**config.mk**
```make
export PLATFORM = sky130hd
export DESIGN_NAME = ifs_entry
export DESIGN_NICKNAME = d
export VERILOG_FILES = /design/src/hdl/ifs_pkg.sv /design/src/hdl/ifs_vec_if.sv /design/src/hdl/ifs_vector.sv /design/src/hdl/ifs_entry.sv
export SDC_FILE = /design/constraint.sdc
export NUM_CORES = 1
export LEC_CHECK = 0
export BUFFER_PORTS_ARGS = -buffer_cell sky130_fd_sc_hd__buf_2
export CAP_MARGIN = 10
export CORE_MARGIN = 3
export CORE_UTILIZATION = 60
export CTS_CLUSTER_DIAMETER = 60
export CTS_CLUSTER_SIZE = 28
export DETAILED_ROUTE_END_ITERATION = 16
export PLACE_DENSITY_LB_ADDON = 0.08
export RECOVER_POWER = 100
export SYNTH_ARGS = -nofsm -noshare
export SYNTH_HDL_FRONTEND = slang
export SYNTH_SLANG_ARGS = --single-unit
```
**constraint.sdc**
```tcl
create_clock -name clk -period 4.2 [get_ports clk]
set_input_delay 0 -clock clk [delete_from_list [all_inputs] [get_ports clk]]
set_output_delay 0 -clock clk [all_outputs]
set_load 0.05 [all_outputs]
```
**src/hdl/ifs_pkg.sv**
```systemverilog
// Constants for the imprecise float and supervisor call entry unit
package ifs_pkg;
    // Register byte offsets on the APB bus
    localparam logic [7:0] IFS_OFS_MACHINE_STATE = 8'h00;
    localparam logic [7:0] IFS_OFS_SAVE_RESTORE_ADDRESS = 8'h04;
    localparam logic [7:0] IFS_OFS_SAVE_RESTORE_STATUS = 8'h08;
    localparam logic [7:0] IFS_OFS_LINK_RETURN = 8'h0C;
    localparam logic [7:0] IFS_OFS_LOOP_COUNT = 8'h10;
    localparam logic [7:0] IFS_OFS_FLOAT_STATUS_CONTROL = 8'h14;
    localparam logic [7:0] IFS_OFS_ENTRY_STATUS = 8'h18;

    // Machine state bits, big-endian bit n sits at index 31-n
    localparam int IFS_MS_EXTERNAL_IRQ_ENABLE = 15;
    localparam int IFS_MS_USER_MODE_FLAG = 14;
    localparam int IFS_MS_FLOAT_AVAILABLE = 13;
    localparam int IFS_MS_MACHINE_CHECK_ENABLE = 12;
    localparam int IFS_MS_FLOAT_EXC_MODE = 11;
    localparam int IFS_MS_SINGLE_STEP_TRACE = 10;
    localparam int IFS_MS_BRANCH_TRACE = 9;
    localparam int IFS_MS_IMPRECISE_ALLOW = 8;
    localparam int IFS_MS_WORD_BOUNDARY_CHECK = 7;
    localparam int IFS_MS_VECTOR_BASE_SELECT = 6;
    localparam int IFS_MS_INSTR_TRANSLATE = 5;
    localparam int IFS_MS_DATA_TRANSLATE = 4;
    localparam int IFS_MS_PERF_MONITOR_MARK = 2;

    // Float status control summary bit (big-endian bit 1)
    localparam int IFS_FSC_FLOAT_EXC_SUMMARY = 30;

    // Supervisor call instruction fields
    localparam int IFS_SC_SAVE_RETURN_FLAG = 0;
    localparam int IFS_SC_ABSOLUTE_VECTOR_SELECT = 1;
    localparam int IFS_SC_ENTRY_INDEX_LSB = 5;
    localparam int IFS_SC_ENTRY_INDEX_W = 7;

    // Resume offsets and instruction size
    localparam logic [31:0] IFS_VEC_IMPRECISE = 32'h00000A00;
    localparam logic [31:0] IFS_VEC_SC_ABSOLUTE = 32'h00001FE0;
    localparam logic [4:0] IFS_VEC_SC_PREFIX = 5'h01;
    localparam logic [4:0] IFS_VEC_SC_SUFFIX = 5'h00;
    localparam logic [31:0] IFS_INSTR_BYTES = 32'h00000004;

    localparam logic [31:0] IFS_RESET_WORD = 32'h00000000;

    typedef enum logic [2:0]
    {
        IFS_KIND_NONE = 3'b001,
        IFS_KIND_IMPRECISE = 3'b010,
        IFS_KIND_SC = 3'b100
    } ifs_kind_e;
endpackage

```
**src/hdl/ifs_vec_if.sv**
```systemverilog
// Request and answer between the entry unit and its vector calculator
interface ifs_vec_if;
    logic is_sc;
    logic base_high;
    logic absolute;
    logic [6:0] entry_index;
    logic [31:0] target;
    modport req (output is_sc, output base_high, output absolute, output entry_index,
        input target);
    modport calc (input is_sc, input base_high, input absolute, input entry_index,
        output target);
endinterface

```
**src/hdl/ifs_vector.sv**
```systemverilog
// Resume address calculator for both entry kinds
module ifs_vector
    import ifs_pkg::*;
#(
    parameter logic [31:0] BASE_LOW = 32'h00000000,
    parameter logic [31:0] BASE_HIGH = 32'hFFF00000
)
(
    ifs_vec_if.calc v
);
    logic [31:0] base;
    logic [31:0] offset;

    always_comb
    begin
        base = v.base_high ? BASE_HIGH : BASE_LOW;
        if (!v.is_sc)
        begin
            offset = IFS_VEC_IMPRECISE;
        end
        else if (v.absolute)
        begin
            offset = IFS_VEC_SC_ABSOLUTE;
        end
        else
        begin
            offset = {15'h0000, IFS_VEC_SC_PREFIX, v.entry_index, IFS_VEC_SC_SUFFIX};
        end
        v.target = base + offset;
    end
endmodule

```
**src/hdl/ifs_entry.sv**
```systemverilog
// Imprecise float and supervisor call interrupt entry with APB registers
module ifs_entry
    import ifs_pkg::*;
#(
    parameter logic [31:0] BASE_LOW = 32'h00000000,
    parameter logic [31:0] BASE_HIGH = 32'hFFF00000
)
(
    input wire logic clk,
    input wire logic reset,
    input wire logic psel,
    input wire logic penable,
    input wire logic pwrite,
    input wire logic [7:0] paddr,
    input wire logic [31:0] pwdata,
    output logic [31:0] prdata,
    output logic pready,
    output logic pslverr,
    input wire logic sc_exec,
    input wire logic [31:0] sc_instr,
    input wire logic [31:0] sc_addr,
    input wire logic float_exc_raise,
    input wire logic [31:0] next_instr_addr,
    output logic resume_valid,
    output logic [31:0] resume_addr,
    output logic [31:0] machine_state_out
);
    typedef struct packed
    {
        logic [31:0] machine_state;
        logic [31:0] save_restore_address;
        logic [31:0] save_restore_status;
        logic [31:0] link_return;
        logic [31:0] loop_count;
        logic [31:0] float_status_control;
        logic [1:0] last_kind;
        logic [31:0] rdata;
        logic ready;
        logic slverr;
        logic resume_valid;
        logic [31:0] resume_addr;
    } ifs_state_s;

    ifs_state_s st_q;
    ifs_state_s st_d;
    ifs_kind_e kind;
    logic imprecise_cond;
    logic bus_write;
    logic bus_setup;
    logic mapped;
    logic [31:0] ms_cur;
    logic [31:0] ms_cleared;

    ifs_vec_if vec ();

    ifs_vector #(
        .BASE_LOW(BASE_LOW),
        .BASE_HIGH(BASE_HIGH)
    ) u_vector (
        .v(vec)
    );

    assign bus_setup = psel && !penable;
    assign bus_write = psel && penable && st_q.ready && pwrite;

    always_comb
    begin
        mapped = 1'b1;
        unique case (paddr)
            IFS_OFS_MACHINE_STATE,
            IFS_OFS_SAVE_RESTORE_ADDRESS,
            IFS_OFS_SAVE_RESTORE_STATUS,
            IFS_OFS_LINK_RETURN,
            IFS_OFS_LOOP_COUNT,
            IFS_OFS_FLOAT_STATUS_CONTROL,
            IFS_OFS_ENTRY_STATUS: mapped = 1'b1;
            default: mapped = 1'b0;
        endcase
    end

    // Software writes land first so an entry in the same cycle overrides them
    always_comb
    begin
        st_d = st_q;
        st_d.ready = bus_setup;
        st_d.slverr = bus_setup && !mapped;
        st_d.resume_valid = 1'b0;
        st_d.rdata = IFS_RESET_WORD;
        if (bus_setup)
        begin
            unique case (paddr)
                IFS_OFS_MACHINE_STATE: st_d.rdata = st_q.machine_state;
                IFS_OFS_SAVE_RESTORE_ADDRESS: st_d.rdata = st_q.save_restore_address;
                IFS_OFS_SAVE_RESTORE_STATUS: st_d.rdata = st_q.save_restore_status;
                IFS_OFS_LINK_RETURN: st_d.rdata = st_q.link_return;
                IFS_OFS_LOOP_COUNT: st_d.rdata = st_q.loop_count;
                IFS_OFS_FLOAT_STATUS_CONTROL: st_d.rdata = st_q.float_status_control;
                IFS_OFS_ENTRY_STATUS: st_d.rdata = {30'h00000000, st_q.last_kind};
                default: st_d.rdata = IFS_RESET_WORD;
            endcase
        end
        if (bus_write)
        begin
            unique case (paddr)
                IFS_OFS_MACHINE_STATE: st_d.machine_state = pwdata;
                IFS_OFS_SAVE_RESTORE_ADDRESS: st_d.save_restore_address = pwdata;
                IFS_OFS_SAVE_RESTORE_STATUS: st_d.save_restore_status = pwdata;
                IFS_OFS_LINK_RETURN: st_d.link_return = pwdata;
                IFS_OFS_LOOP_COUNT: st_d.loop_count = pwdata;
                IFS_OFS_FLOAT_STATUS_CONTROL: st_d.float_status_control = pwdata;
                default: ;
            endcase
        end
        // Hardware raising the summary wins over a software clear
        if (float_exc_raise)
        begin
            st_d.float_status_control[IFS_FSC_FLOAT_EXC_SUMMARY] = 1'b1;
        end
    end

    always_comb
    begin
        ms_cur = st_q.machine_state;
        imprecise_cond = st_q.float_status_control[IFS_FSC_FLOAT_EXC_SUMMARY]
            && !ms_cur[IFS_MS_FLOAT_EXC_MODE]
            && ms_cur[IFS_MS_IMPRECISE_ALLOW];
        // A call outranks a pending imprecise entry, which is taken next cycle
        if (sc_exec)
        begin
            kind = IFS_KIND_SC;
        end
        else if (imprecise_cond)
        begin
            kind = IFS_KIND_IMPRECISE;
        end
        else
        begin
            kind = IFS_KIND_NONE;
        end
        vec.is_sc = (kind == IFS_KIND_SC);
        vec.base_high = ms_cur[IFS_MS_VECTOR_BASE_SELECT];
        vec.absolute = sc_instr[IFS_SC_ABSOLUTE_VECTOR_SELECT];
        vec.entry_index = sc_instr[IFS_SC_ENTRY_INDEX_LSB +: IFS_SC_ENTRY_INDEX_W];
        ms_cleared = ms_cur;
        if (kind == IFS_KIND_IMPRECISE)
        begin
            ms_cleared[IFS_MS_EXTERNAL_IRQ_ENABLE] = 1'b0;
            ms_cleared[IFS_MS_USER_MODE_FLAG] = 1'b0;
            ms_cleared[IFS_MS_FLOAT_AVAILABLE] = 1'b0;
            ms_cleared[IFS_MS_FLOAT_EXC_MODE] = 1'b0;
            ms_cleared[IFS_MS_SINGLE_STEP_TRACE] = 1'b0;
            ms_cleared[IFS_MS_BRANCH_TRACE] = 1'b0;
            ms_cleared[IFS_MS_IMPRECISE_ALLOW] = 1'b0;
            ms_cleared[IFS_MS_WORD_BOUNDARY_CHECK] = 1'b0;
            ms_cleared[IFS_MS_INSTR_TRANSLATE] = 1'b0;
            ms_cleared[IFS_MS_PERF_MONITOR_MARK] = 1'b0;
            ms_cleared[IFS_MS_DATA_TRANSLATE] = 1'b0;
        end
        else if (kind == IFS_KIND_SC)
        begin
            ms_cleared[IFS_MS_EXTERNAL_IRQ_ENABLE] = 1'b0;
            ms_cleared[IFS_MS_USER_MODE_FLAG] = 1'b0;
            ms_cleared[IFS_MS_FLOAT_EXC_MODE] = 1'b0;
        end
    end

    ifs_state_s st_e;

    always_comb
    begin
        st_e = st_d;
        unique case (kind)
            IFS_KIND_IMPRECISE:
            begin
                st_e.save_restore_address = next_instr_addr;
                st_e.save_restore_status = {16'h0000, ms_cur[15:0]};
                st_e.machine_state = ms_cleared;
                st_e.resume_valid = 1'b1;
                st_e.resume_addr = vec.target;
                st_e.last_kind = 2'h1;
            end
            IFS_KIND_SC:
            begin
                if (sc_instr[IFS_SC_SAVE_RETURN_FLAG])
                begin
                    st_e.link_return = sc_addr + IFS_INSTR_BYTES;
                end
                st_e.loop_count = {sc_instr[15:0], ms_cur[15:0]};
                st_e.machine_state = ms_cleared;
                st_e.resume_valid = 1'b1;
                st_e.resume_addr = vec.target;
                st_e.last_kind = 2'h2;
            end
            IFS_KIND_NONE: ;
        endcase
    end

    always_ff @(posedge clk)
    begin
        if (reset)
        begin
            st_q <= '0;
        end
        else
        begin
            st_q <= st_e;
        end
    end

    assign prdata = st_q.rdata;
    assign pready = st_q.ready;
    assign pslverr = st_q.slverr;
    assign resume_valid = st_q.resume_valid;
    assign resume_addr = st_q.resume_addr;
    assign machine_state_out = st_q.machine_state;
endmodule

```
==> results, run 1 <==
- The power density over cell area is ~310 mW/mm².
- Of the cells placed in the final design, the portion with a size suffix greater than 1 is 0.140.
- The category of the critical setup timing path is register to register.
- Setup repair after global routing left no endpoint under its margin.
- On the worst path, the slowest cell contributes a delay of ~0.76 ns.
- In the finished design, the share of the clock period the worst path needs comes to 0.868.
- The library cell used as clock root buffer is sky130_fd_sc_hd__clkbuf_16.
- The die covers 0.0215 mm².
- STA classifies the critical path startpoint as a register.
- Of the total synthesized cell area, the portion taken by full adders, half adders and majority gates is 0.00106.
- For this configuration, the core starts out at a cell density of 0.622.
- The final reports fail on max-capacitance violations, max-slew violations.
- The number of register bits inferred by synthesis is 237.
- In the final layout, flip-flops and latches occupy about 0.0047 mm².
- The max-slew violation count was 80.
- The worst endpoint required time is 4.57 ns.
- The first global-routing pass estimated between 60,000 and 70,000 µm of wire.
- At the placement stage, the worst setup path has a slack of 1.22 ns.
- The area of the core region is 0.0190 mm².
- The number of rows created at floorplan is 50.
- The clock transition at the registers of the reported paths is around 0.1 ns.
- In the final layout, the multi-input gates occupy around 0.006 mm².
- Summed over all layers, the global routing overflow is 0.
- The post-synthesis mux area share is 0.130.
- The overall global routing resource usage is 0.365.
- The via density per instance is 6.13.
- In the synthesized netlist the async set-or-reset flop fraction comes to 0.
- The kind of cell with the highest combined delay on the critical path is simple AND/OR/NAND/NOR gates.
- The slowest stage of the critical path belongs to the cell sky130_fd_sc_hd__nand4_1.
- The tool flagged a number of max-cap violations equal to 2.
- The fraction of the mapped netlist area in simple logic gates is 0.182.
- The run finished, with violations left.
- The first TritonRoute pass finished after 8 iterations.
- The category of the worst setup path capture point is a register.
- The xor-xnor portion of the synthesized cell area is 0.0200.
- Of all cell types, the one taking the most synthesized area is sky130_fd_sc_hd__dfxtp_1.
- The average wire per standard cell is between 20 and 25 µm.
- The warning count from the yosys run is 0.
- In the synthesized netlist the dominant register cell turns out to be sky130_fd_sc_hd__dfxtp_1.
- The DRC violation total after the first TritonRoute iteration is about 1,500.
- The count of endpoints failing hold in the final timing report came to 0.
- A synthesized cell averages roughly 8.4 µm².
- In this run, distinct cell masters in the synthesized netlist total between 50 and 60.
- The cell total after placement is around 1,700.
- For this run, the post-layout net count is 1,776.
- The headroom to the max-slew limit is -0.187.
- The worst-case IR drop observed on VDD is between 200 and 250 µV.
- The signal on the critical path passes through and4_1, nand4_1, clkbuf_1, nand2_1, a31oi_1, dlygate4sd3_1.
- The slack of the critical path is roughly 0.56 ns.
- Entering global routing, the biggest net connects between 100 and 150 pins.
- CTS built an H-tree with a depth of 1.
- The weighted congestion reported at the end of routability-driven placement is 0.940.
- The synthesized-area fraction occupied by ao, oa, aoi and oai cells is 0.167.
- The total negative setup slack is 0 ns.
- The leakage power is ~5.4 nW.
- The repair_antennas step left the layout with diodes totalling 0.
- The worst register-to-register path begins at pready$_SDFF_PP0_.
- The launching element of the worst setup path is pready$_SDFF_PP0_.
- The class of the tightest hold or removal check is input port to register.
- In this run the vertical extent of the chip is roughly 150 µm.
- The dominant combinational cell family by area after synthesis is simple AND/OR/NAND/NOR gates.
- For this run, design rule violations remaining after detail routing come to 0.
- The clock tree buffer depth is 3.
- Counting every sink on the clock net gives 237.
- The total I/O pin count is 242.
- For this run, the top clock speed supported by timing is approximately 0.27 GHz.
- The final standard cell count with taps included and fillers excluded is 1,900.
- Ranked by total cell area, the synthesized netlist is headed by sky130_fd_sc_hd__dfxtp_1, sky130_fd_sc_hd__mux2i_1, sky130_fd_sc_hd__nand2_1, sky130_fd_sc_hd__buf_4, sky130_fd_sc_hd__mux2_2.
- The filler cell count in the final layout is roughly 1,500.
- The routed wire length is 41,000 µm.
- The die outline width is between 100 and 150 µm.
- After synthesis the cells add up to 0.0118 mm².
- Counting both buffers and inverters, the worst setup path holds a total of 2.
- The end point of the critical path is st_q[99]$_SDFFE_PP0P_.
- The post-synthesis instance total is roughly 1,400.
- The cell depth of the worst flop-to-flop path is 6.
- The largest fanout of any net on the critical path is 19.
- The post-synthesis to final-layout area growth is 20.3%.
- For the worst setup path, the data arrival time is 4.02 ns.
- The count of port buffers added during placement is around 210.
- The terminus of the critical flop-to-flop path is st_q[99]$_SDFFE_PP0P_.
- In this run the number of cells on the critical path is 6.
- The worst clock skew on the final layout is between 0.015 and 0.02 ns.
- The CTS tree is done.
- At the later pin of the worst-skew pair, clock insertion delay measures 0.50 ns.
- The final HPWL from detailed placement is between 20,000 and 30,000 µm.
- Once detail routing completed, the nets flagged for antenna violations numbered 0.
- At the pin with the least slew margin, the transition time is roughly 1.8 ns.
- The share of synthesized area in the top cell type comes to 0.401.
- The total of endpoints with negative setup slack in the final report is 0.
- The share of the Yosys chip area taken by registers is 0.401.
- The number of global-route vias before repair is between 10,000 and 15,000.
- The routed design could run at a clock period as short as 3.64 ns.
- The worst register-to-register path has a setup slack of about 0.56 ns.
- The number of flops mapped to enable cells by yosys is 0.
- The initial antenna violation count is 1.
- The number of buffers inserted during clock tree synthesis is 15.
- The detailed router placed around 12,000 vias in this run.
synth_stat cells (8+ instances only):
library cell,count
sky130_fd_sc_hd__mux2_2,54
sky130_fd_sc_hd__dfxtp_1,237
sky130_fd_sc_hd__buf_2,12
sky130_fd_sc_hd__a22oi_1,45
sky130_fd_sc_hd__xnor2_1,15
sky130_fd_sc_hd__nand3_1,45
sky130_fd_sc_hd__o22ai_1,15
sky130_fd_sc_hd__a211oi_1,21
sky130_fd_sc_hd__clkbuf_1,83
sky130_fd_sc_hd__xor2_1,12
sky130_fd_sc_hd__a311oi_1,45
sky130_fd_sc_hd__a22o_1,24
sky130_fd_sc_hd__nand2_1,217
sky130_fd_sc_hd__buf_4,96
sky130_fd_sc_hd__buf_1,11
sky130_fd_sc_hd__nor4_1,8
sky130_fd_sc_hd__mux2i_1,93
sky130_fd_sc_hd__a21oi_1,120
sky130_fd_sc_hd__nor3_1,15
sky130_fd_sc_hd__a21o_1,10
sky130_fd_sc_hd__nand4_1,16
sky130_fd_sc_hd__nor2_1,152
state kept, by name (all words and copies together), names as in the netlist:
signal             count
machine_state_out     32
prdata                32
pready                 1
pslverr                1
resume_addr            9
resume_valid           1
st_d                   1
st_q                 160
worst reg2reg max path: stages, from the launching register on:
cell	delay [ns]
sky130_fd_sc_hd__dfxtp_1	0.38
sky130_fd_sc_hd__and4_1	0.72
sky130_fd_sc_hd__nand4_1	0.77
sky130_fd_sc_hd__clkbuf_1	0.73
sky130_fd_sc_hd__nand2_1	0.25
sky130_fd_sc_hd__a31oi_1	0.10
sky130_fd_sc_hd__dlygate4sd3_1	0.59
metrics by stage:
step	total power, W	hold WS [ns]	area (µm²)	util
floorplan	0.00260	0.0956	11900	-
global placement	0.00276	0.239	12400	0.651
detailed placement	0.00277	0.243	12400	0.651
CTS	0.00439	0.0118	14400	0.758
global route	0.00454	0.0338	14200	0.749
finish	0.00441	0.0229	14200	0.749
layer usage:
layer,vias to the layer above,global-route usage,wire (µm)
li1,5311,-,-
met1,5461,0.489,16200
met2,762,0.579,18600
met3,107,0.0919,4810
met4,2,0.119,1300
met5,-,0,7
logic make-up after synthesis:
group | after synthesis
simple gates | 494
compound gates | 295
flops | 237
buf+inv | 209
mux | 147
xor+xnor | 27
fa+ha+maj | 1
other cells | 1
final cells by class:
type / count / share of cell area
clock buffer: 15 / 0.0264
clock inverter: 10 / 0.00870
inverter: 5 / 0.00132
multi-input combinational: 976 / 0.419
sequential: 237 / 0.333
tap: 260 / 0.0228
timing repair buffer: 397 / 0.189
cells in the final DEF (no fill, tap or decap), types with 3 or more instances in the layout:
| master | instances |
|---|---|
| sky130_fd_sc_hd__and2_0 | 3 |
| sky130_fd_sc_hd__a22oi_1 | 45 |
| sky130_fd_sc_hd__conb_1 | 12 |
| sky130_fd_sc_hd__inv_1 | 5 |
| sky130_fd_sc_hd__mux2_2 | 54 |
| sky130_fd_sc_hd__clkbuf_16 | 15 |
| sky130_fd_sc_hd__a21oi_1 | 120 |
| sky130_fd_sc_hd__dlygate4sd3_1 | 153 |
| sky130_fd_sc_hd__nor3b_1 | 3 |
| sky130_fd_sc_hd__a21o_1 | 10 |
| sky130_fd_sc_hd__clkinv_8 | 5 |
| sky130_fd_sc_hd__a311oi_1 | 45 |
| sky130_fd_sc_hd__and4_1 | 4 |
| sky130_fd_sc_hd__xor2_1 | 12 |
| sky130_fd_sc_hd__and2_1 | 3 |
| sky130_fd_sc_hd__nor4_1 | 8 |
| sky130_fd_sc_hd__mux2i_1 | 93 |
| sky130_fd_sc_hd__nor4b_1 | 3 |
| sky130_fd_sc_hd__buf_2 | 121 |
| sky130_fd_sc_hd__nand2b_1 | 4 |
| sky130_fd_sc_hd__xnor2_1 | 15 |
| sky130_fd_sc_hd__and3_1 | 5 |
| sky130_fd_sc_hd__o22ai_1 | 15 |
| sky130_fd_sc_hd__buf_4 | 19 |
| sky130_fd_sc_hd__nor3_1 | 15 |
| sky130_fd_sc_hd__nand2_1 | 216 |
| sky130_fd_sc_hd__nand3_1 | 45 |
| sky130_fd_sc_hd__a211oi_1 | 21 |
| sky130_fd_sc_hd__o21ai_0 | 5 |
| sky130_fd_sc_hd__nor2_1 | 150 |
| sky130_fd_sc_hd__or3_1 | 3 |
| sky130_fd_sc_hd__or4_1 | 3 |
| sky130_fd_sc_hd__nand4_1 | 16 |
| sky130_fd_sc_hd__dfxtp_1 | 237 |
| sky130_fd_sc_hd__a22o_1 | 24 |
| sky130_fd_sc_hd__clkbuf_1 | 102 |
report_power, final:
part / leakage (nW) / switching (W) / internal, W
logic: 3.28 / 0.000306 / 0.000217
registers: 1.92 / 0.0000241 / 0.00228
clock network: 0.242 / 0.000872 / 0.000707
total: 5.44 / 0.00120 / 0.00321
how the worst min path moves through the flow:
stage	from	endpoint	slack (ns)	depth (start not counted)
2_1_floorplan	sc_addr[2]	st_q[135]$_SDFF_PP0_	0.1	1
3_3_place_gp	penable	pready$_SDFF_PP0_	0.24	2
3_5_place_dp	sc_instr[13]	st_q[130]$_SDFFE_PP0P_	0.24	3
4_1_cts	sc_addr[18]	st_q[152]$_SDFF_PP0_	0.01	4
5_1_grt	sc_addr[18]	st_q[152]$_SDFF_PP0_	0.03	4
6_report	sc_addr[18]	st_q[152]$_SDFF_PP0_	0.02	4
timing repair:
| action | 4_1_cts | 5_1_grt |
|---|---|---|
| gates resized for setup | 0 | 0 |
| hold buffers | 153 | 0 |
| buffers inserted | 0 | 0 |
| endpoints found under the hold margin | 190 | 0 |
No activity file was read; power rests on OpenSTA's default activity.
==> inputs of run 2 (changes only) <==
--- a/config.mk
+++ b/config.mk
@@ -8,7 +8,7 @@
 export BUFFER_PORTS_ARGS = -buffer_cell sky130_fd_sc_hd__buf_2
 export CAP_MARGIN = 10
 export CORE_MARGIN = 3
-export CORE_UTILIZATION = 60
+export CORE_UTILIZATION = 61
 export CTS_CLUSTER_DIAMETER = 60
 export CTS_CLUSTER_SIZE = 28
 export DETAILED_ROUTE_END_ITERATION = 16
@@ -16,4 +16,5 @@
 export RECOVER_POWER = 100
 export SYNTH_ARGS = -nofsm -noshare
 export SYNTH_HDL_FRONTEND = slang
+export SYNTH_HIERARCHICAL = 1
 export SYNTH_SLANG_ARGS = --single-unit
==> run 2 against run 1 <==
Effect of this change: the run still ends with max-capacitance violations, max-slew violations left; utilization shrank 0.50 points; clock power up 32%; cell count rose by 8.9%; largest power group unchanged; first-iteration DRC count rose by 6.4%; wire length increased by 12%; critical path type is now input port to register; critical endpoint is now st_q[122]$_SDFFE_PP0P_; via count is 13% higher; largest cell class unchanged; global-route usage rose by 0.50 points; highest routed layer is now met4.
==> results, run 2 <==
- The worst setup path is captured at a register.
- The xor-xnor portion of the synthesized cell area is 0.00456 (-0.0154).
- The run finished, with violations left.
- The flip-flop count of the largest register after layout is 160 (unchanged).
- The average cell area after synthesis came to 8.44 µm² (+0.62%).
- The largest fanout of any net on the critical path is 78 (+59).
- The number of flops mapped to enable cells by yosys is 0 (unchanged).
- The fraction of layout cells with a size suffix above 1 was 0.128 (-0.0120).
- The routed length on met1 was 18,400 µm (+13%).
- The largest net degree at the start of global routing was 79 (-34%).
- The share of total power consumed by net switching is 0.275 (+0.00255).
- The die outline width came to 154 µm (+5.4%).
- The average wire per standard cell is 22.2 µm (+3.1%).
- The fraction of synthesis flops using an asynchronous set or reset pin is 0 (unchanged).
- The filler cell count in the final layout is 1,673 (+11%).
- The number of remaining DRC errors came to 0 (unchanged).
- The total number of H-tree levels is 1 (unchanged).
- Routed signal wires occupy layers up through met4.
- The chip height is 154 µm (+5.4%).
- The library cells used most frequently in the layout, excluding fill and tap cells, are sky130_fd_sc_hd__dfxtp_1, sky130_fd_sc_hd__nand2_1, sky130_fd_sc_hd__dlygate4sd3_1.
- In this run the clock root is driven by a sky130_fd_sc_hd__clkbuf_16.
- The initial antenna violation count came to 1 (unchanged).
- The total global routing overflow is 0 (unchanged).
- The TritonCTS sink count is 261 (+10%).
- The shortest clock period the worst path allows after layout came to 3.73 ns (+0.0812 ns).
- Leaving out fill and tap cells, the most frequent cell in the layout is sky130_fd_sc_hd__dfxtp_1.
- The post-synthesis to final-layout area growth is 18.2%.
- The area of the core region came to 0.0214 mm² (+12%).
- The overall global routing resource usage is 0.370 (+0.00499).
- The post-route clock period utilization was 0.887 (+0.0193).
- The number of global-route vias before repair is 12,700 (+14%).
- The category of the critical setup timing path is input port to register.
- By area the synthesized netlist is led by sky130_fd_sc_hd__dfxtp_1, sky130_fd_sc_hd__mux2i_1, sky130_fd_sc_hd__nand2_1, sky130_fd_sc_hd__buf_4, sky130_fd_sc_hd__a211oi_1.
- The flip-flop cell with the highest count after synthesis is sky130_fd_sc_hd__dfxtp_1.
- The clock power share is 0.396 (+0.038).
- The arrival time reported for the critical path endpoint came to 4.12 ns (+0.10 ns).
- The first-pass detailed-route iteration total is 5 (-3).
- The amount of wire on met3 after detailed routing is 5160 µm (+7.1%).
- The count of port buffers added during placement is 225 (+5.6%).
- The clock latency at the later pin of the worst-skew pair came to 0.52 ns (+0.02 ns).
- The weighted congestion reported at the end of routability-driven placement was 0.928 (-1.3%).
- The actual slew at the worst max-slew pin is 2.52 ns (+0.734 ns).
- Counting instances in the post-synthesis netlist gives the leading cell types as sky130_fd_sc_hd__dfxtp_1, sky130_fd_sc_hd__nand2_1, sky130_fd_sc_hd__mux2i_1, sky130_fd_sc_hd__buf_4, sky130_fd_sc_hd__nor2_1.
- The routed wire length is 46,000 µm (+12%).
- The total of endpoints with negative setup slack in the final report is 0 (unchanged).
- The clock tree buffer depth came to 3 (unchanged).
- The max-slew violation count came to 89 (+11%).
- By area, the combinational part of the netlist is dominated by compound AO/OA/AOI/OAI gates.
- The final HPWL from detailed placement is 28,200 µm (+10%).
- The register with the most flip-flops in the final layout is st_q.
- The critical path startpoint category is an input port.
- The number of distinct library cells after synthesis is 56 (+7.7%).
- The path class of the tightest hold or removal check is input port to register.
- The clock transition at the registers of the reported paths is 0.09 ns (about the same).
- The total negative setup slack is 0 ns (unchanged).
- The checks that failed: max-capacitance violations, max-slew violations.
- The utilization after layout is 0.744 (-0.00505).
- The maximum clock frequency is 0.268 GHz (-2.2%).
- The power density over cell area is 332 mW/mm² (+7.1%).
- The DRC violation total after the first TritonRoute iteration is 1,581 (+6.4%).
- The synthesized-area fraction occupied by ao, oa, aoi and oai cells is 0.199 (+0.0323).
- The effective utilization at floorplan is 0.629 (+0.00695).
- The post-synthesis instance total is 1,592 (+13%).
- The number of buffers inserted during clock tree synthesis came to 20 (+5).
- The total I/O pin count came to 242 (unchanged).
- The total standard cell area after synthesis is 0.0134 mm² (+14%).
- TritonCTS built the clock tree.
- The post-synthesis mux area share is 0.111 (-0.0192).
- The global-route wire length before repair was 71,500 µm (+14%).
- The fraction of the mapped netlist area in simple logic gates came to 0.184 (+0.00253).
- The number of rows created at floorplan is 53 (+6.0%).
- The number of maximum-capacitance constraint violations is 2 (unchanged).
- The final-stage net count is 1,924 (+8.3%).
- The area share of fa/ha/maj cells after synthesis is 0.000931 (-0.000126).
- The number of nets with antenna violations after detailed routing is 0 (unchanged).
- The most used standard cell by instance count after synthesis is sky130_fd_sc_hd__dfxtp_1.
- The worst vdd rail ir drop came to 338 µV (+50%).
- The headroom to the max-slew limit is -0.677 (-0.490).
- The wire length on met2 is 20,900 µm (+12%).
- The leakage power is 5.73 nW (+5.4%).
- The internal power is 0.00382 W (+19%).
- The count of endpoints failing hold in the final timing report is 0 (unchanged).
- The number of register bits inferred by synthesis is 261 (+10%).
- The total die area is 0.0238 mm² (+11%).
- The area share of the leading cell type in the synthesized netlist was 0.389 (-0.0120).
- The power spent charging and discharging nets is 0.00145 W (+21%).
- The combinational share of power is 0.118 (about the same).
- The detailed-route via count is 13,100 (+13%).
- The worst clock skew on the final layout is 0.0243 ns (+0.00539 ns).
- The largest total area in the synthesized netlist belongs to sky130_fd_sc_hd__dfxtp_1.
- Setup repair after global routing left no endpoint under its margin.
- The worst endpoint required time was 4.60 ns (+0.03 ns).
- The via density per instance came to 6.35 (+3.6%).
- The sequential-to-total area share from yosys stat is 0.389 (-0.0120).
- The part of the total power dissipated in sequential elements came to 0.486 (-0.037).
- The warning count from the yosys run was 6 (+6).
[run 2: cell types whose count changed in the layout (fill, tap and decap cells not counted), moves of 13 or more]
cell                        previous run  this run
sky130_fd_sc_hd__a211oi_1             21        87
sky130_fd_sc_hd__a22o_1               24         0
sky130_fd_sc_hd__a22oi_1              45        19
sky130_fd_sc_hd__and2_1                3        25
sky130_fd_sc_hd__dfxtp_1             237       261
sky130_fd_sc_hd__mux2_2               54        20
sky130_fd_sc_hd__mux2i_1              93       124
sky130_fd_sc_hd__nand2_1             216       249
sky130_fd_sc_hd__nand3_1              45        21
sky130_fd_sc_hd__nor2_1              150       118
sky130_fd_sc_hd__o21a_1                2        15
sky130_fd_sc_hd__o21ai_0               5        26
sky130_fd_sc_hd__o2bb2ai_1             0        27
sky130_fd_sc_hd__o41a_1                0        20
[run 2: power groups by stage]
| stage | Combinational (W) | Sequential [W] | Clock [W] |
|---|---|---|---|
| 5_1_grt | 0.000657 | 0.00256 | 0.00219 |
| 3_5_place_dp | 0.000510 | 0.00261 | 0 |
| 2_1_floorplan | 0.000320 | 0.00261 | 0 |
| 6_report | 0.000622 | 0.00256 | 0.00209 |
| 4_1_cts | 0.000605 | 0.00256 | 0.00210 |
| 3_3_place_gp | 0.000504 | 0.00261 | 0 |
[run 2: final cells by class]
| class | count | area [µm²] | share of cell area |
|---|---|---|---|
| repair buffers | 413 | 2780 | 0.175 |
| well taps | 275 | 344 | 0.0217 |
| inverters | 6 | 22.5 | 0.00142 |
| multi-input cells | 1078 | 6790 | 0.428 |
| flip-flops and latches | 261 | 5230 | 0.329 |
| diodes | 1 | 2.50 | 0.000158 |
| clock inverters | 14 | 176 | 0.0111 |
| clock buffers | 22 | 539 | 0.0340 |
[run 2: what timing repair did]
action / in CTS / in global routing
buffers inserted: 0 / 0
hold buffers: 153 / 0
endpoints found under the hold margin: 199 / 0
gates resized for setup: 0 / 0
[run 2: path summary, 6_finish.rpt]
check,startpoint,to,slack [ns],cells past startpoint
hold / removal,paddr[5],pslverr$_SDFF_PP0_,0.06,3
hold reg to reg,resume_addr[27]$_SDFFE_PP0N_,resume_addr[27]$_SDFFE_PP0N_,0.45,2
setup / recovery,reset,st_q[122]$_SDFFE_PP0P_,0.47,5
setup reg to reg,pready$_SDFF_PP0_,st_q[206]$_SDFFE_PP0P_,0.50,7
[run 2: cell families after synthesis]
group | Yosys count
xor+xnor | 7
mux | 145
flops | 261
simple gates | 532
other cells | 1
fa+ha+maj | 1
compound gates | 381
buf+inv | 264
[run 2: worst max-delay path, cell delays in order]
cell	delay, ns
sky130_fd_sc_hd__dlygate4sd3_1	0.54
sky130_fd_sc_hd__clkbuf_1	1.77
sky130_fd_sc_hd__buf_4	0.94
sky130_fd_sc_hd__a211oi_1	0.15
sky130_fd_sc_hd__dlygate4sd3_1	0.65
[run 2: layer usage]
layer | GRT usage | vias up
met5 | 0 | -
met4 | 0.130 | 0
met3 | 0.0674 | 129
met2 | 0.578 | 843
met1 | 0.516 | 6191
li1 | - | 5974
[run 2: stage by stage]
stage / hold WS, ns / instance area, µm² / setup WS [ns] / instances / total power (W)
floorplan: 0.104 / 13500 / 1.88 / 1603 / 0.00293
global placement: 0.223 / 13800 / 1.53 / 1879 / 0.00312
detailed placement: 0.242 / 13800 / 1.51 / 1879 / 0.00312
CTS: 0.0435 / 16100 / 0.970 / 2068 / 0.00526
global route: 0.0781 / 15900 / 0.378 / 2070 / 0.00541
finish: 0.0634 / 15900 / 0.474 / 2070 / 0.00527
